$ cat config.mk
export PLATFORM = sky130hd
export DESIGN_NAME = dsp_alu
export DESIGN_NICKNAME = d
export VERILOG_FILES = /design/src/shared/dsp_alu_pkg.sv /design/src/rtl/dsp_alu.sv /design/src/rtl/mult_step.sv /design/src/rtl/rad_stack.sv
export SDC_FILE = /design/constraint.sdc
export NUM_CORES = 1
export LEC_CHECK = 0
export ABC_AREA = 1
export BUFFER_PORTS_ARGS = -buffer_cell sky130_fd_sc_hd__buf_4
export CORE_UTILIZATION = 40
export CTS_CLUSTER_SIZE = 25
export DETAILED_ROUTE_END_ITERATION = 12
export PLACE_DENSITY_LB_ADDON = 0.05
export SYNTH_ARGS = -nofsm -noshare
export SYNTH_HDL_FRONTEND = slang
export SYNTH_SLANG_ARGS = --single-unit
export TNS_END_PERCENT = 50
$ cat constraint.sdc
create_clock -name pclk -period 3.16 [get_ports pclk]
set_clock_uncertainty 0.05 [all_clocks]
set_input_delay 0.79 -clock pclk [delete_from_list [all_inputs] [get_ports pclk]]
set_output_delay 0.79 -clock pclk [all_outputs]
set_load 0.05 [all_outputs]
$ cat src/shared/dsp_alu_pkg.sv
// shared constants, register map and types for the dsp alu block
package dsp_alu_pkg;

  localparam int unsigned DATA_W      = 32;
  localparam int unsigned RAD_W       = 7;
  localparam int unsigned STACK_DEPTH = 8;

  // apb register byte offsets
  localparam logic [7:0] OFF_CMD   = 8'h00;
  localparam logic [7:0] OFF_A     = 8'h04;
  localparam logic [7:0] OFF_B     = 8'h08;
  localparam logic [7:0] OFF_R     = 8'h0c;
  localparam logic [7:0] OFF_FLAGS = 8'h10;
  localparam logic [7:0] OFF_RAD   = 8'h14;
  localparam logic [7:0] OFF_STAT  = 8'h18;

  // command register fields
  localparam int unsigned CMD_OP_LSB = 0;
  localparam int unsigned CMD_P1_LSB = 4;
  localparam int unsigned CMD_P2_LSB = 6;
  localparam int unsigned CMD_BIT_LSB = 8;
  localparam int unsigned CMD_RAD_LSB = 16;

  // internal control bits driven by the bit ops
  localparam logic [5:0] CTRL_BIT_LO = 6'h36;
  localparam logic [5:0] CTRL_BIT_HI = 6'h37;

  // flag positions in the flag register
  localparam int unsigned FLAG_C = 0;
  localparam int unsigned FLAG_O = 1;
  localparam int unsigned FLAG_S = 2;
  localparam int unsigned FLAG_Z = 3;

  localparam logic [31:0] ZERO_WORD = 32'h0000_0000;
  localparam logic [3:0]  ZERO_FLAGS = 4'h0;
  localparam logic [6:0]  ZERO_RAD = 7'h00;

  typedef enum logic [3:0] {
    OP_NOP    = 4'h0,
    OP_MULT   = 4'h1,
    OP_NOT    = 4'h2,
    OP_OR     = 4'h3,
    OP_POP    = 4'h4,
    OP_BIT_CLEAR_OP   = 4'h5,
    OP_BITS   = 4'h6,
    OP_PUSH   = 4'h7,
    OP_LEGRST = 4'h8
  } opcode_t;

  typedef enum logic [1:0] {
    SEL_A = 2'h0,
    SEL_B = 2'h1,
    SEL_R = 2'h2
  } accu_sel_t;

  typedef struct packed {
    logic [31:0] a;
    logic [31:0] b;
    logic [31:0] r;
  } accus_t;

  typedef struct packed {
    logic        psel;
    logic        penable;
    logic        pwrite;
    logic [7:0]  paddr;
    logic [31:0] pwdata;
  } apb_req_t;

  typedef struct packed {
    logic        valid;
    opcode_t     op;
    accu_sel_t   p1;
    accu_sel_t   p2;
    logic [5:0]  bitno;
    logic [6:0]  rad;
  } instr_t;

  function automatic logic [31:0] accu_get(input accus_t ac,
                                           input accu_sel_t s);
    logic [31:0] v;
    v = ac.a;
    if (s == SEL_B)
      v = ac.b;
    else if (s == SEL_R)
      v = ac.r;
    return v;
  endfunction

endpackage

$ cat src/rtl/dsp_alu.sv
// dsp alu slice: multiply step, logic ops, address stack, reset opcode
//
// Our own choices: the register offsets and the APB slave port.
`timescale 1ns/1ns
`default_nettype none
// Behaviour
// - a:b form one 64-bit unsigned register
// - one multiply step per opcode execution
// - a becomes (a + r*b0) shifted right
// - b shifts right, takes sum lsb
// - multiplicand r never changes in mult
// - nop changes nothing but the ops_done count
// - not inverts one accu, updates flags
// - or of distinct accus into first
// - pop shifts address stack, zero fill at bottom, no flags
// - five-step bit sequence triggers reset
// - 128-word pointer, pop restores previous
module dsp_alu
  import dsp_alu_pkg::*;
(
  input  wire logic        pclk,
  input  wire logic        presetn,
  input  wire logic        psel,
  input  wire logic        penable,
  input  wire logic        pwrite,
  input  wire logic [7:0]  paddr,
  input  wire logic [31:0] pwdata,
  output logic      [31:0] prdata,
  output logic             pready,
  output logic             pslverr,
  output logic             por_pulse
);
  typedef enum logic [2:0] {
    SEQ_IDLE, SEQ_1, SEQ_2, SEQ_3, SEQ_4
  } seq_t;

  typedef struct packed {
    accus_t      ac;
    logic [3:0]  flags;
    logic        bit_lo;
    logic        bit_hi;
    seq_t        seq;
    logic        por;
    logic [31:0] rdata;
    logic        ready;
    logic        err;
    logic        illegal;
    logic [7:0]  ops_done;
  } state_t;

  state_t s;
  state_t next_s;

  apb_req_t    req;
  instr_t      ins;
  logic        wr_acc;
  logic        rd_acc;
  logic [31:0] ma_out;
  logic [31:0] mb_out;
  logic [6:0]  rad_top;
  logic        stk_push;
  logic        stk_pop;
  logic [31:0] lres;
  logic [31:0] op1;
  logic [31:0] op2;

  assign req = '{psel, penable, pwrite, paddr, pwdata};
  assign wr_acc = req.psel && req.penable && req.pwrite && !s.ready;
  assign rd_acc = req.psel && req.penable && !req.pwrite && !s.ready;

  always_comb
  begin
    ins.valid = wr_acc && (req.paddr == OFF_CMD);
    ins.op    = opcode_t'(req.pwdata[CMD_OP_LSB +: 4]);
    ins.p1    = accu_sel_t'(req.pwdata[CMD_P1_LSB +: 2]);
    ins.p2    = accu_sel_t'(req.pwdata[CMD_P2_LSB +: 2]);
    ins.bitno = req.pwdata[CMD_BIT_LSB +: 6];
    ins.rad   = req.pwdata[CMD_RAD_LSB +: RAD_W];
  end

  mult_step u_mult
  (
    .a_in  (s.ac.a),
    .b_in  (s.ac.b),
    .r_in  (s.ac.r),
    .a_out (ma_out),
    .b_out (mb_out)
  );

  assign stk_push = ins.valid && (ins.op == OP_PUSH);
  assign stk_pop  = ins.valid && (ins.op == OP_POP);

  rad_stack #(.DEPTH(STACK_DEPTH)) u_stack
  (
    .pclk    (pclk),
    .presetn (presetn),
    .push    (stk_push),
    .pop     (stk_pop),
    .din     (ins.rad),
    .top     (rad_top)
  );

  function automatic accus_t accu_put(input accus_t ac, input accu_sel_t sel,
                                      input logic [31:0] v);
    accus_t o;
    o = ac;
    unique case (sel)
      SEL_A: o.a = v;
      SEL_B: o.b = v;
      SEL_R: o.r = v;
      default: o = ac;
    endcase
    return o;
  endfunction

  function automatic logic [3:0] logic_flags(input logic [31:0] v);
    logic [3:0] f;
    f = ZERO_FLAGS;
    f[FLAG_S] = v[31];
    f[FLAG_Z] = (v == ZERO_WORD);
    return f;
  endfunction

  assign op1 = accu_get(s.ac, ins.p1);
  assign op2 = accu_get(s.ac, ins.p2);
  assign lres = (ins.op == OP_NOT) ? ~op1 : (op1 | op2);

  always_comb
  begin
    next_s = s;
    next_s.ready = 1'b0;
    next_s.err = 1'b0;
    next_s.por = 1'b0;
    if (psel && penable && !s.ready)
    begin
      next_s.ready = 1'b1;
      next_s.rdata = ZERO_WORD;
    end
    if (ins.valid)
    begin
      next_s.ops_done = s.ops_done + 8'h01;
      unique case (ins.op)
        OP_NOP: ;
        OP_MULT:
        begin
          // r is not assigned here so it holds its value
          next_s.ac.a = ma_out;
          next_s.ac.b = mb_out;
        end
        OP_NOT:
        begin
          next_s.ac = accu_put(s.ac, ins.p1, lres);
          next_s.flags = logic_flags(lres);
        end
        OP_OR:
        begin
          if (ins.p1 == ins.p2)
          begin
            next_s.illegal = 1'b1;
            next_s.err = 1'b1;
          end
          else
          begin
            next_s.ac = accu_put(s.ac, ins.p1, lres);
            next_s.flags = logic_flags(lres);
          end
        end
        OP_POP: ;
        OP_PUSH: ;
        OP_BIT_CLEAR_OP, OP_BITS:
        begin
          if (ins.bitno == CTRL_BIT_LO)
            next_s.bit_lo = (ins.op == OP_BITS);
          if (ins.bitno == CTRL_BIT_HI)
            next_s.bit_hi = (ins.op == OP_BITS);
          next_s.seq = SEQ_IDLE;
          // five-step tracker for the reset sequence
          unique case (s.seq)
            SEQ_IDLE:
              if (ins.op == OP_BIT_CLEAR_OP && ins.bitno == CTRL_BIT_LO)
                next_s.seq = SEQ_1;
            SEQ_1:
              if (ins.op == OP_BIT_CLEAR_OP && ins.bitno == CTRL_BIT_HI)
                next_s.seq = SEQ_2;
            SEQ_2:
              if (ins.op == OP_BITS && ins.bitno == CTRL_BIT_HI)
                next_s.seq = SEQ_3;
            SEQ_3:
              if (ins.op == OP_BITS && ins.bitno == CTRL_BIT_LO)
                next_s.seq = SEQ_4;
            SEQ_4:
              if (ins.op == OP_BIT_CLEAR_OP && ins.bitno == CTRL_BIT_HI)
                next_s.por = 1'b1;
          endcase
          if (ins.op == OP_BIT_CLEAR_OP && ins.bitno == CTRL_BIT_LO
              && s.seq != SEQ_IDLE)
            next_s.seq = SEQ_1;
        end
        OP_LEGRST:
        begin
          // whole macro in one write; leaves bits as the sequence would
          next_s.bit_lo = 1'b1;
          next_s.bit_hi = 1'b0;
          next_s.seq = SEQ_IDLE;
          next_s.por = 1'b1;
        end
        default:
        begin
          next_s.illegal = 1'b1;
          next_s.err = 1'b1;
        end
      endcase
    end
    else if (wr_acc)
    begin
      unique case (req.paddr)
        OFF_A:     next_s.ac.a = req.pwdata;
        OFF_B:     next_s.ac.b = req.pwdata;
        OFF_R:     next_s.ac.r = req.pwdata;
        OFF_FLAGS: next_s.flags = req.pwdata[3:0];
        OFF_STAT:  next_s.illegal = 1'b0;
        default:   next_s.err = 1'b1;
      endcase
    end
    else if (rd_acc)
    begin
      unique case (req.paddr)
        OFF_CMD:   next_s.rdata = ZERO_WORD;
        OFF_A:     next_s.rdata = s.ac.a;
        OFF_B:     next_s.rdata = s.ac.b;
        OFF_R:     next_s.rdata = s.ac.r;
        OFF_FLAGS: next_s.rdata = {28'h000_0000, s.flags};
        OFF_RAD:   next_s.rdata = {25'h000_0000, rad_top};
        OFF_STAT:  next_s.rdata = {20'h0_0000, s.ops_done, 1'b0,
                                   s.illegal, s.bit_hi, s.bit_lo};
        default:   next_s.err = 1'b1;
      endcase
    end
    if (s.por)
    begin
      // device-wide reset request: clear accumulators and flags; address stack is kept
      next_s.ac = '0;
      next_s.flags = ZERO_FLAGS;
    end
  end

  always_ff @(posedge pclk or negedge presetn)
  begin
    if (!presetn)
      s <= '0;
    else
      s <= next_s;
  end

  assign prdata    = s.rdata;
  assign pready    = s.ready;
  assign pslverr   = s.err;
  assign por_pulse = s.por;

  property p_mult_r_kept;
    @(posedge pclk) disable iff (!presetn)
      (ins.valid && ins.op == OP_MULT && !s.por) |=> (s.ac.r == $past(s.ac.r));
  endproperty
  a_mult_r_kept: assert property (p_mult_r_kept)
    else $error("r changed by multiply step");

  property p_mult_a_top;
    @(posedge pclk) disable iff (!presetn)
      (ins.valid && ins.op == OP_MULT && !s.por) |=> (s.ac.a[31] == 1'b0);
  endproperty
  a_mult_a_top: assert property (p_mult_a_top)
    else $error("a msb not zero after multiply step");

  property p_mult_b_shift;
    @(posedge pclk) disable iff (!presetn)
      (ins.valid && ins.op == OP_MULT && !s.por)
        |=> (s.ac.b[30:0] == $past(s.ac.b[31:1]));
  endproperty
  a_mult_b_shift: assert property (p_mult_b_shift)
    else $error("b not shifted by multiply step");

  property p_mult_pair;
    @(posedge pclk) disable iff (!presetn)
      (ins.valid && ins.op == OP_MULT && !s.por)
        |=> ({s.ac.a, s.ac.b} ==
             {1'b0, 63'(({1'b0, $past(s.ac.a), $past(s.ac.b)} +
               ($past(s.ac.b[0]) ? {1'b0, $past(s.ac.r), 32'h0000_0000}
                                 : 65'h0)) >> 1)});
  endproperty
  a_mult_pair: assert property (p_mult_pair)
    else $error("a:b pair wrong after multiply step");

  property p_nop_still;
    @(posedge pclk) disable iff (!presetn)
      (ins.valid && ins.op == OP_NOP && !s.por)
        |=> (s.ac == $past(s.ac) && s.flags == $past(s.flags));
  endproperty
  a_nop_still: assert property (p_nop_still)
    else $error("nop changed state");

  property p_logic_flags;
    @(posedge pclk) disable iff (!presetn)
      (ins.valid && ins.op == OP_NOT && !s.por)
        |=> (!s.flags[FLAG_C] && !s.flags[FLAG_O]
             && s.flags[FLAG_Z] == (accu_get(s.ac, $past(ins.p1)) == 32'h0));
  endproperty
  a_logic_flags: assert property (p_logic_flags)
    else $error("logic op flags wrong");

  property p_or_same_kept;
    @(posedge pclk) disable iff (!presetn)
      (ins.valid && ins.op == OP_OR && ins.p1 == ins.p2 && !s.por)
        |=> (s.ac == $past(s.ac) && s.err);
  endproperty
  a_or_same_kept: assert property (p_or_same_kept)
    else $error("or with equal operands not refused");

  property p_pop_no_flags;
    @(posedge pclk) disable iff (!presetn)
      (stk_pop && !s.por) |=> (s.flags == $past(s.flags));
  endproperty
  a_pop_no_flags: assert property (p_pop_no_flags)
    else $error("pop touched flags");

  property p_por_one;
    @(posedge pclk) disable iff (!presetn)
      s.por |=> !s.por;
  endproperty
  a_por_one: assert property (p_por_one)
    else $error("reset pulse longer than one cycle");
endmodule
`default_nettype wire

$ cat src/rtl/mult_step.sv
// one shift-and-add unsigned multiply step on the a:b pair
`timescale 1ns/1ns
`default_nettype none
module mult_step
  import dsp_alu_pkg::*;
(
  input  wire logic [31:0] a_in,
  input  wire logic [31:0] b_in,
  input  wire logic [31:0] r_in,
  output logic      [31:0] a_out,
  output logic      [31:0] b_out
);
  logic [32:0] sum;

  always_comb
  begin
    // carry out of the 32-bit sum is dropped: a[31] forced low
    sum = {1'b0, a_in} + (b_in[0] ? {1'b0, r_in} : 33'h0_0000_0000);
    a_out = sum[32:1];
    a_out[31] = 1'b0;
    b_out = {sum[0], b_in[31:1]};
  end
endmodule
`default_nettype wire

$ cat src/rtl/rad_stack.sv
// ram address pointer stack with push and pop
`timescale 1ns/1ns
`default_nettype none
module rad_stack
  import dsp_alu_pkg::*;
#(
  parameter int unsigned DEPTH = STACK_DEPTH
)
(
  input  wire logic         pclk,
  input  wire logic         presetn,
  input  wire logic         push,
  input  wire logic         pop,
  input  wire logic [6:0]   din,
  output logic      [6:0]   top
);
  if (DEPTH < 2)
  begin
    $error("rad_stack depth must be at least 2");
  end

  typedef struct packed {
    logic [DEPTH-1:0][6:0] ent;
  } stk_t;

  stk_t st;
  stk_t next_st;

  always_comb
  begin
    next_st = st;
    if (push)
      next_st.ent = {st.ent[DEPTH-2:0], din};
    else if (pop)
      next_st.ent = {ZERO_RAD, st.ent[DEPTH-1:1]};
  end

  always_ff @(posedge pclk or negedge presetn)
  begin
    if (!presetn)
      st <= '0;
    else
      st <= next_st;
  end

  assign top = st.ent[0];
endmodule
`default_nettype wire

Yosys cells after proc, flatten, opt, wreduce, memory -nomap -nowiden
Index checks and enable logic that the tools add are counted.
{"block": "word_totals", "input_bits": 45, "out_inout_bits": 35, "romBits": 0, "ram_bits": 0, "latch_bits": 0, "elab_cells": 147, "ff_bits": 205, "n_memories": 0}
{"block": "op_classes", "shift": 0, "mux": 47, "n_lt_le_gt_ge": 0, "addsub": 2, "n_mul": 0, "n_eq_ne": 32, "bitwise_logic": 2, "n_reduce_logical": 43, "div_mod_pow": 0}
{"op": "two-way mux 32 bit", "count": 15}
{"op": "two-way mux 100 bit", "count": 4}
{"op": "one-hot mux 32 bit (7 select lines)", "count": 1}
{"op": "one-hot mux 64 bit (3 select lines)", "count": 1}
{"op": "two-way mux 56 bit", "count": 2}
{"op": "one-hot mux 36 bit (2 select lines)", "count": 1}
{"op": "two-way mux 33 bit", "count": 1}
{"op": "adder 32 bit", "count": 1}
{"op": "zero test 32 bit", "count": 1}
{"op": "inverter 32 bit", "count": 1}
{"op": "bitwise OR 32 bit", "count": 1}
{"op": "equality test 8 x 5 -> 1 bit, second input constant", "count": 3}
{"op": "AND reduction 4 bit", "count": 5}
{"op": "nonzero test 3 bit", "count": 6}
{"op": "equality test 4 x 3 -> 1 bit, second input constant", "count": 4}
{"op": "equality test 8 x 4 -> 1 bit, second input constant", "count": 2}
{"op": "logical AND 1 bit", "count": 14}
{"op": "equality test 6 bit, second input constant", "count": 2}
{"op": "two-way mux 1 bit", "count": 12}
{"op": "one-hot mux 3 bit (4 select lines)", "count": 1}
{"op": "one-hot mux 6 bit (2 select lines)", "count": 1}
{"op": "adder 8 x 1 -> 8 bit, second input constant", "count": 1}
{"op": "equality test 4 x 2 -> 1 bit, second input constant", "count": 2}
{"op": "equality test 8 x 3 -> 1 bit, second input constant", "count": 1}
{"op": "29 further kinds", "count": 43}

Logic depth before layout (Yosys ltp)
{"block": "depth", "depth_word": 10, "depth_mapped": 18, "mapped_depth_nobuf": 16}

Modules after synthesis
A second synthesis with hierarchy kept.
{"block": "hier_totals", "hier_cells": 2489, "hier_area_um2": 15736.3}
{"mod": "dsp_alu", "seq_area_each_um2": 3728.6, "n_inst": 1, "cells_each": 1586, "area_each_um2": 10301.1}
{"mod": "mult_step", "seq_area_each_um2": 0.0, "n_inst": 1, "cells_each": 590, "area_each_um2": 2855.2}
{"mod": "rad_stack", "seq_area_each_um2": 1401.3, "n_inst": 1, "cells_each": 313, "area_each_um2": 2580.0}

Worst setup path after synthesis
No wires, ideal clock.
{"block": "synth_path", "path_type": "register to register", "start": "register s[85] (netlist bit)", "end": "register s[142] (netlist bit)", "setup_slack_ns": 0.377, "n_path_buf": 2, "stages_incl_launch_ff": 18, "t_arrival_ns": 2.610, "required_ns": 2.987, "setup_ns": 0.123, "period_less_slack_ns": 2.783, "cell_sequence": "dfrtp_1 -> clkbuf_1 -> clkbuf_1 -> nand2_1 -> inv_1 -> ha_1 -> inv_1 -> fa_1 -> o21ai_0 -> nand2_1 -> nand2_1 -> nand2_1 -> nand2_1 -> nand2_1 -> o21ai_0 -> nor2_1 -> o21ai_0 -> nand2_1"}
{"block": "synth_via", "elab_chain_len": 5}
{"item": "from (decl)", "line": "dsp_alu.sv:51", "rtl": "state_t s;"}
{"item": "from (signal assigned)", "line": "dsp_alu.sv:252", "rtl": "s <= next_s;"}
{"item": "two-way mux 32 bit", "line": "mult_step.sv:18", "rtl": "sum = {1'b0, a_in} + (b_in[0] ? {1'b0, r_in} : 33'h0_0000_0000);"}
{"item": "adder 32 bit", "line": "mult_step.sv:18"}
{"item": "one-hot mux 64 bit (3 select lines)", "line": "dsp_alu.sv:142", "rtl": "unique case (ins.op)"}
{"item": "two-way mux 100 bit", "line": "dsp_alu.sv:139", "rtl": "if (ins.valid)"}
{"item": "two-way mux 100 bit", "line": "dsp_alu.sv:239", "rtl": "if (s.por)"}
No other way between the ends.
A chain may end at the register's enable or synchronous reset.

Final worst setup path
{"block": "layout_path", "start": "register s[85] (netlist bit)", "end": "register s[147] (netlist bit)"}
The elaborated chain is that of the path after synthesis.

==> flow_summary.json <==
{
  "hold_buffers": 0,
  "post_cts_buffers": 0,
  "power_mw": 6.736,
  "placed_cells": 2641,
  "core_area_mm2": 0.03591,
  "grt_pass1_vias": 14790,
  "cts_tree": "done",
  "grt_use_total_pct": 30.35,
  "routed-wl-met3_um": 3499,
  "clock_path_buffers": 3,
  "wl_met2_um": 25920,
  "dpl_worst_slack_ns": 0.1227,
  "tns_ns": 0,
  "postSynthAreaPerCell_um2": 6.812,
  "htree_levels": 1,
  "port_buffers": 79,
  "path_clk_slew_ns": 0.06,
  "synth_fp_nets": 2239,
  "hold_class": "primary input to asynchronous set/reset pin",
  "wl_per_cell_um": 21.37,
  "start_util_pct": 40.99,
  "grt_max_degree": 64,
  "maxCapViolations": 0,
  "status": "complete, no violations",
  "arrival_ns": 3.29,
  "antenna_found_initial": 0,
  "hold_ws_ns": 0.1342,
  "n_antenna_cell": 0,
  "ff2ff_path_depth": 15,
  "drt-pass1-iter-count": 7,
  "mostFrequentLayoutCell": "nand2_1",
  "path_cells": "buf_4 -> nand2_1 -> inv_1 -> ha_1 -> nand2_1 -> nor2_1 -> nand2_1 -> nand2_1 -> nand3_1 -> nand2_1 -> nand3_1 -> nand3_1 -> nand2_1 -> o21ai_1 -> o21ai_0",
  "die-area_mm2": 0.03758,
  "instances_no_fill": 2687,
  "finalHoldViolCount": 0,
  "clk_root_buffer_cell": "clkbuf_16",
  "syn-instance-count": 2161,
  "gp_congestion": 0.9201,
  "synth_area_mm2": 0.01472,
  "min_period_over_period_pct": 93.01,
  "p_per_area_mw_per_mm2": 400.3,
  "max_slew_margin_pct": 46.22,
  "detail_route.vias_per_cell": 5.764,
  "cts.sinks": 205,
  "leakage_nw": 8.367,
  "fp-row-count": 69,
  "synthArstFlopShare_pct": 100.0,
  "cpPeakStageDelay_ns": 0.44,
  "worstSkewPairLatency_ns": 0.55,
  "dp_hpwl_um": 42200,
  "crit_slowest_cell": "dfrtp_1",
  "max_clock_freq_ghz": 0.3402,
  "cp-end-kind": "flop",
  "io_pins": 80,
  "rsz0062_at_grt": "no",
  "drive_gt1_share_pct": 11.37,
  "die_w_um": 193.8,
  "worst-slew-pin-transition_ns": 0.8005,
  "final_cell_mix": "521 x nand2_1, 254 x inv_1, 247 x o21ai_0",
  "synthDistinctLibCells": 50,
  "drc": 0,
  "wirelength_um": 57430,
  "cp_data_required_time_ns": 3.51,
  "numCtsBuffers": 25,
  "ys.flop_type": "dfrtp_1",
  "grt_pass1_wl_um": 88910,
  "cp-start-kind": "flop",
  "nets": 2285,
  "drt_iter0_markers": 1476,
  "yosys_warnings": 0,
  "synth-seq-cells": 205,
  "gr-total-overflow": 0,
  "synth_edf_count": 0,
  "cts-resized-gates": 0,
  "cpMostUsedCell": "nand2_1",
  "top_layer": "met4",
  "worst_slack_ns": 0.2208,
  "setup_viol": 0,
  "crit_fanout": 10,
  "slew_violations": 0,
  "crit_type": "flop to flop",
  "final.min_clock_period_ns": 2.939,
  "yosysSeqAreaShare_pct": 34.85,
  "area_growth_pct": 14.30,
  "met1_length_um": 25390,
  "peakVddDrop_mv": 0.3942,
  "num_vias": 15490,
  "die_h_um": 193.8,
  "postRouteAntennaNets": 0
}
## registers in the layout, summed over array words and instances (netlist names)
name / count
u_stack.st: 49
pready: 1
s: 114
u_stack.top: 7
por_pulse: 1
pslverr: 1
prdata: 32
## final timing paths
kind,startpoint,to,slack [ns]
max,s[85],s[147],0.22
max reg2reg,s[85],s[147],0.22
min,presetn,s[143],0.13
min in group pclk,pready,pready,0.42
min reg2reg,pready,pready,0.42
max in group asynchronous,presetn,s[126],2.13
## synth_stat cells (4+ instances only)
cell	count	area, µm²
nor2_1	150	563.0
buf_2	44	220.2
o21a_1	24	180.2
a21oi_1	107	535.5
o21ai_1	13	65.06
inv_1	254	953.4
o31ai_1	4	30.03
nor2_4	4	45.04
o211ai_1	44	330.3
clkbuf_1	55	206.5
a221oi_1	5	43.79
o21bai_1	4	30.03
nor2_2	11	68.82
a211oi_1	4	30.03
nand3_1	196	980.9
nor3_1	21	105.1
dfrtp_1	205	5130
inv_2	9	33.78
o21ai_0	248	1241
a31oi_1	7	43.79
nand2_1	522	1959
nand4_1	16	100.1
xor2_1	8	70.07
o21ai_2	6	52.55
buf_4	39	292.8
buf_1	4	15.01
o221ai_1	49	429.2
o22ai_1	43	269.0
ha_1	32	400.4
## critical path, delay by kind of cell, from the launching register on
family                   cells  cell delay (ns)
AND/OR/NAND/NOR             10             1.50
flip-flops                   1             0.44
adder cells (fa/ha/maj)      1             0.35
buffers and inverters        2             0.25
AO/OA/AOI/OAI                2             0.19
## layer usage
| metal | up-vias | global-route usage (%) |
|---|---|---|
| li1 | 7330 | - |
| met1 | 7415 | 42.61 |
| met2 | 612 | 47.69 |
| met3 | 132 | 3.009 |
| met4 | 0 | 12.70 |
| met5 | - | 0 |
## power breakdown
| group | total [mW] | switching [mW] | internal (mW) |
|---|---|---|---|
| Combinational | 1.04 | 0.704 | 0.339 |
| Sequential | 2.69 | 0.0336 | 2.66 |
| Clock | 3.00 | 1.27 | 1.73 |
## kinds of logic after synthesis
kind of cell	after synthesis	synth area share (%)
and+or+nand+nor	933	26.71
AOI/OAI and AO/OA	567	22.79
adders and majority gates	33	2.856
buffers and inverters	411	12.06
DFF	205	34.85
muxes	1	0.07649
xor gates and xnor gates	11	0.6545
## stage by stage
step                      cell area (µm²)  utilization (%)
after floorplan                     14720                -
after global placement              16000            44.54
after detailed placement            16000            44.54
after CTS                           16830            46.85
after global routing                16830            46.85
final                               16830            46.85
## final cells by class
class                           count  area (µm²)
Timing Repair Buffer              166        1441
Clock inverter                     16       176.4
Multi-Input combinational cell   1545        7854
Sequential cell                   205        5130
Fill cell                        3740       19090
Clock buffer                       30       654.4
Tap cell                          461       576.8
Inverter                          264       993.5
No activity file was read; power rests on OpenSTA's default activity.
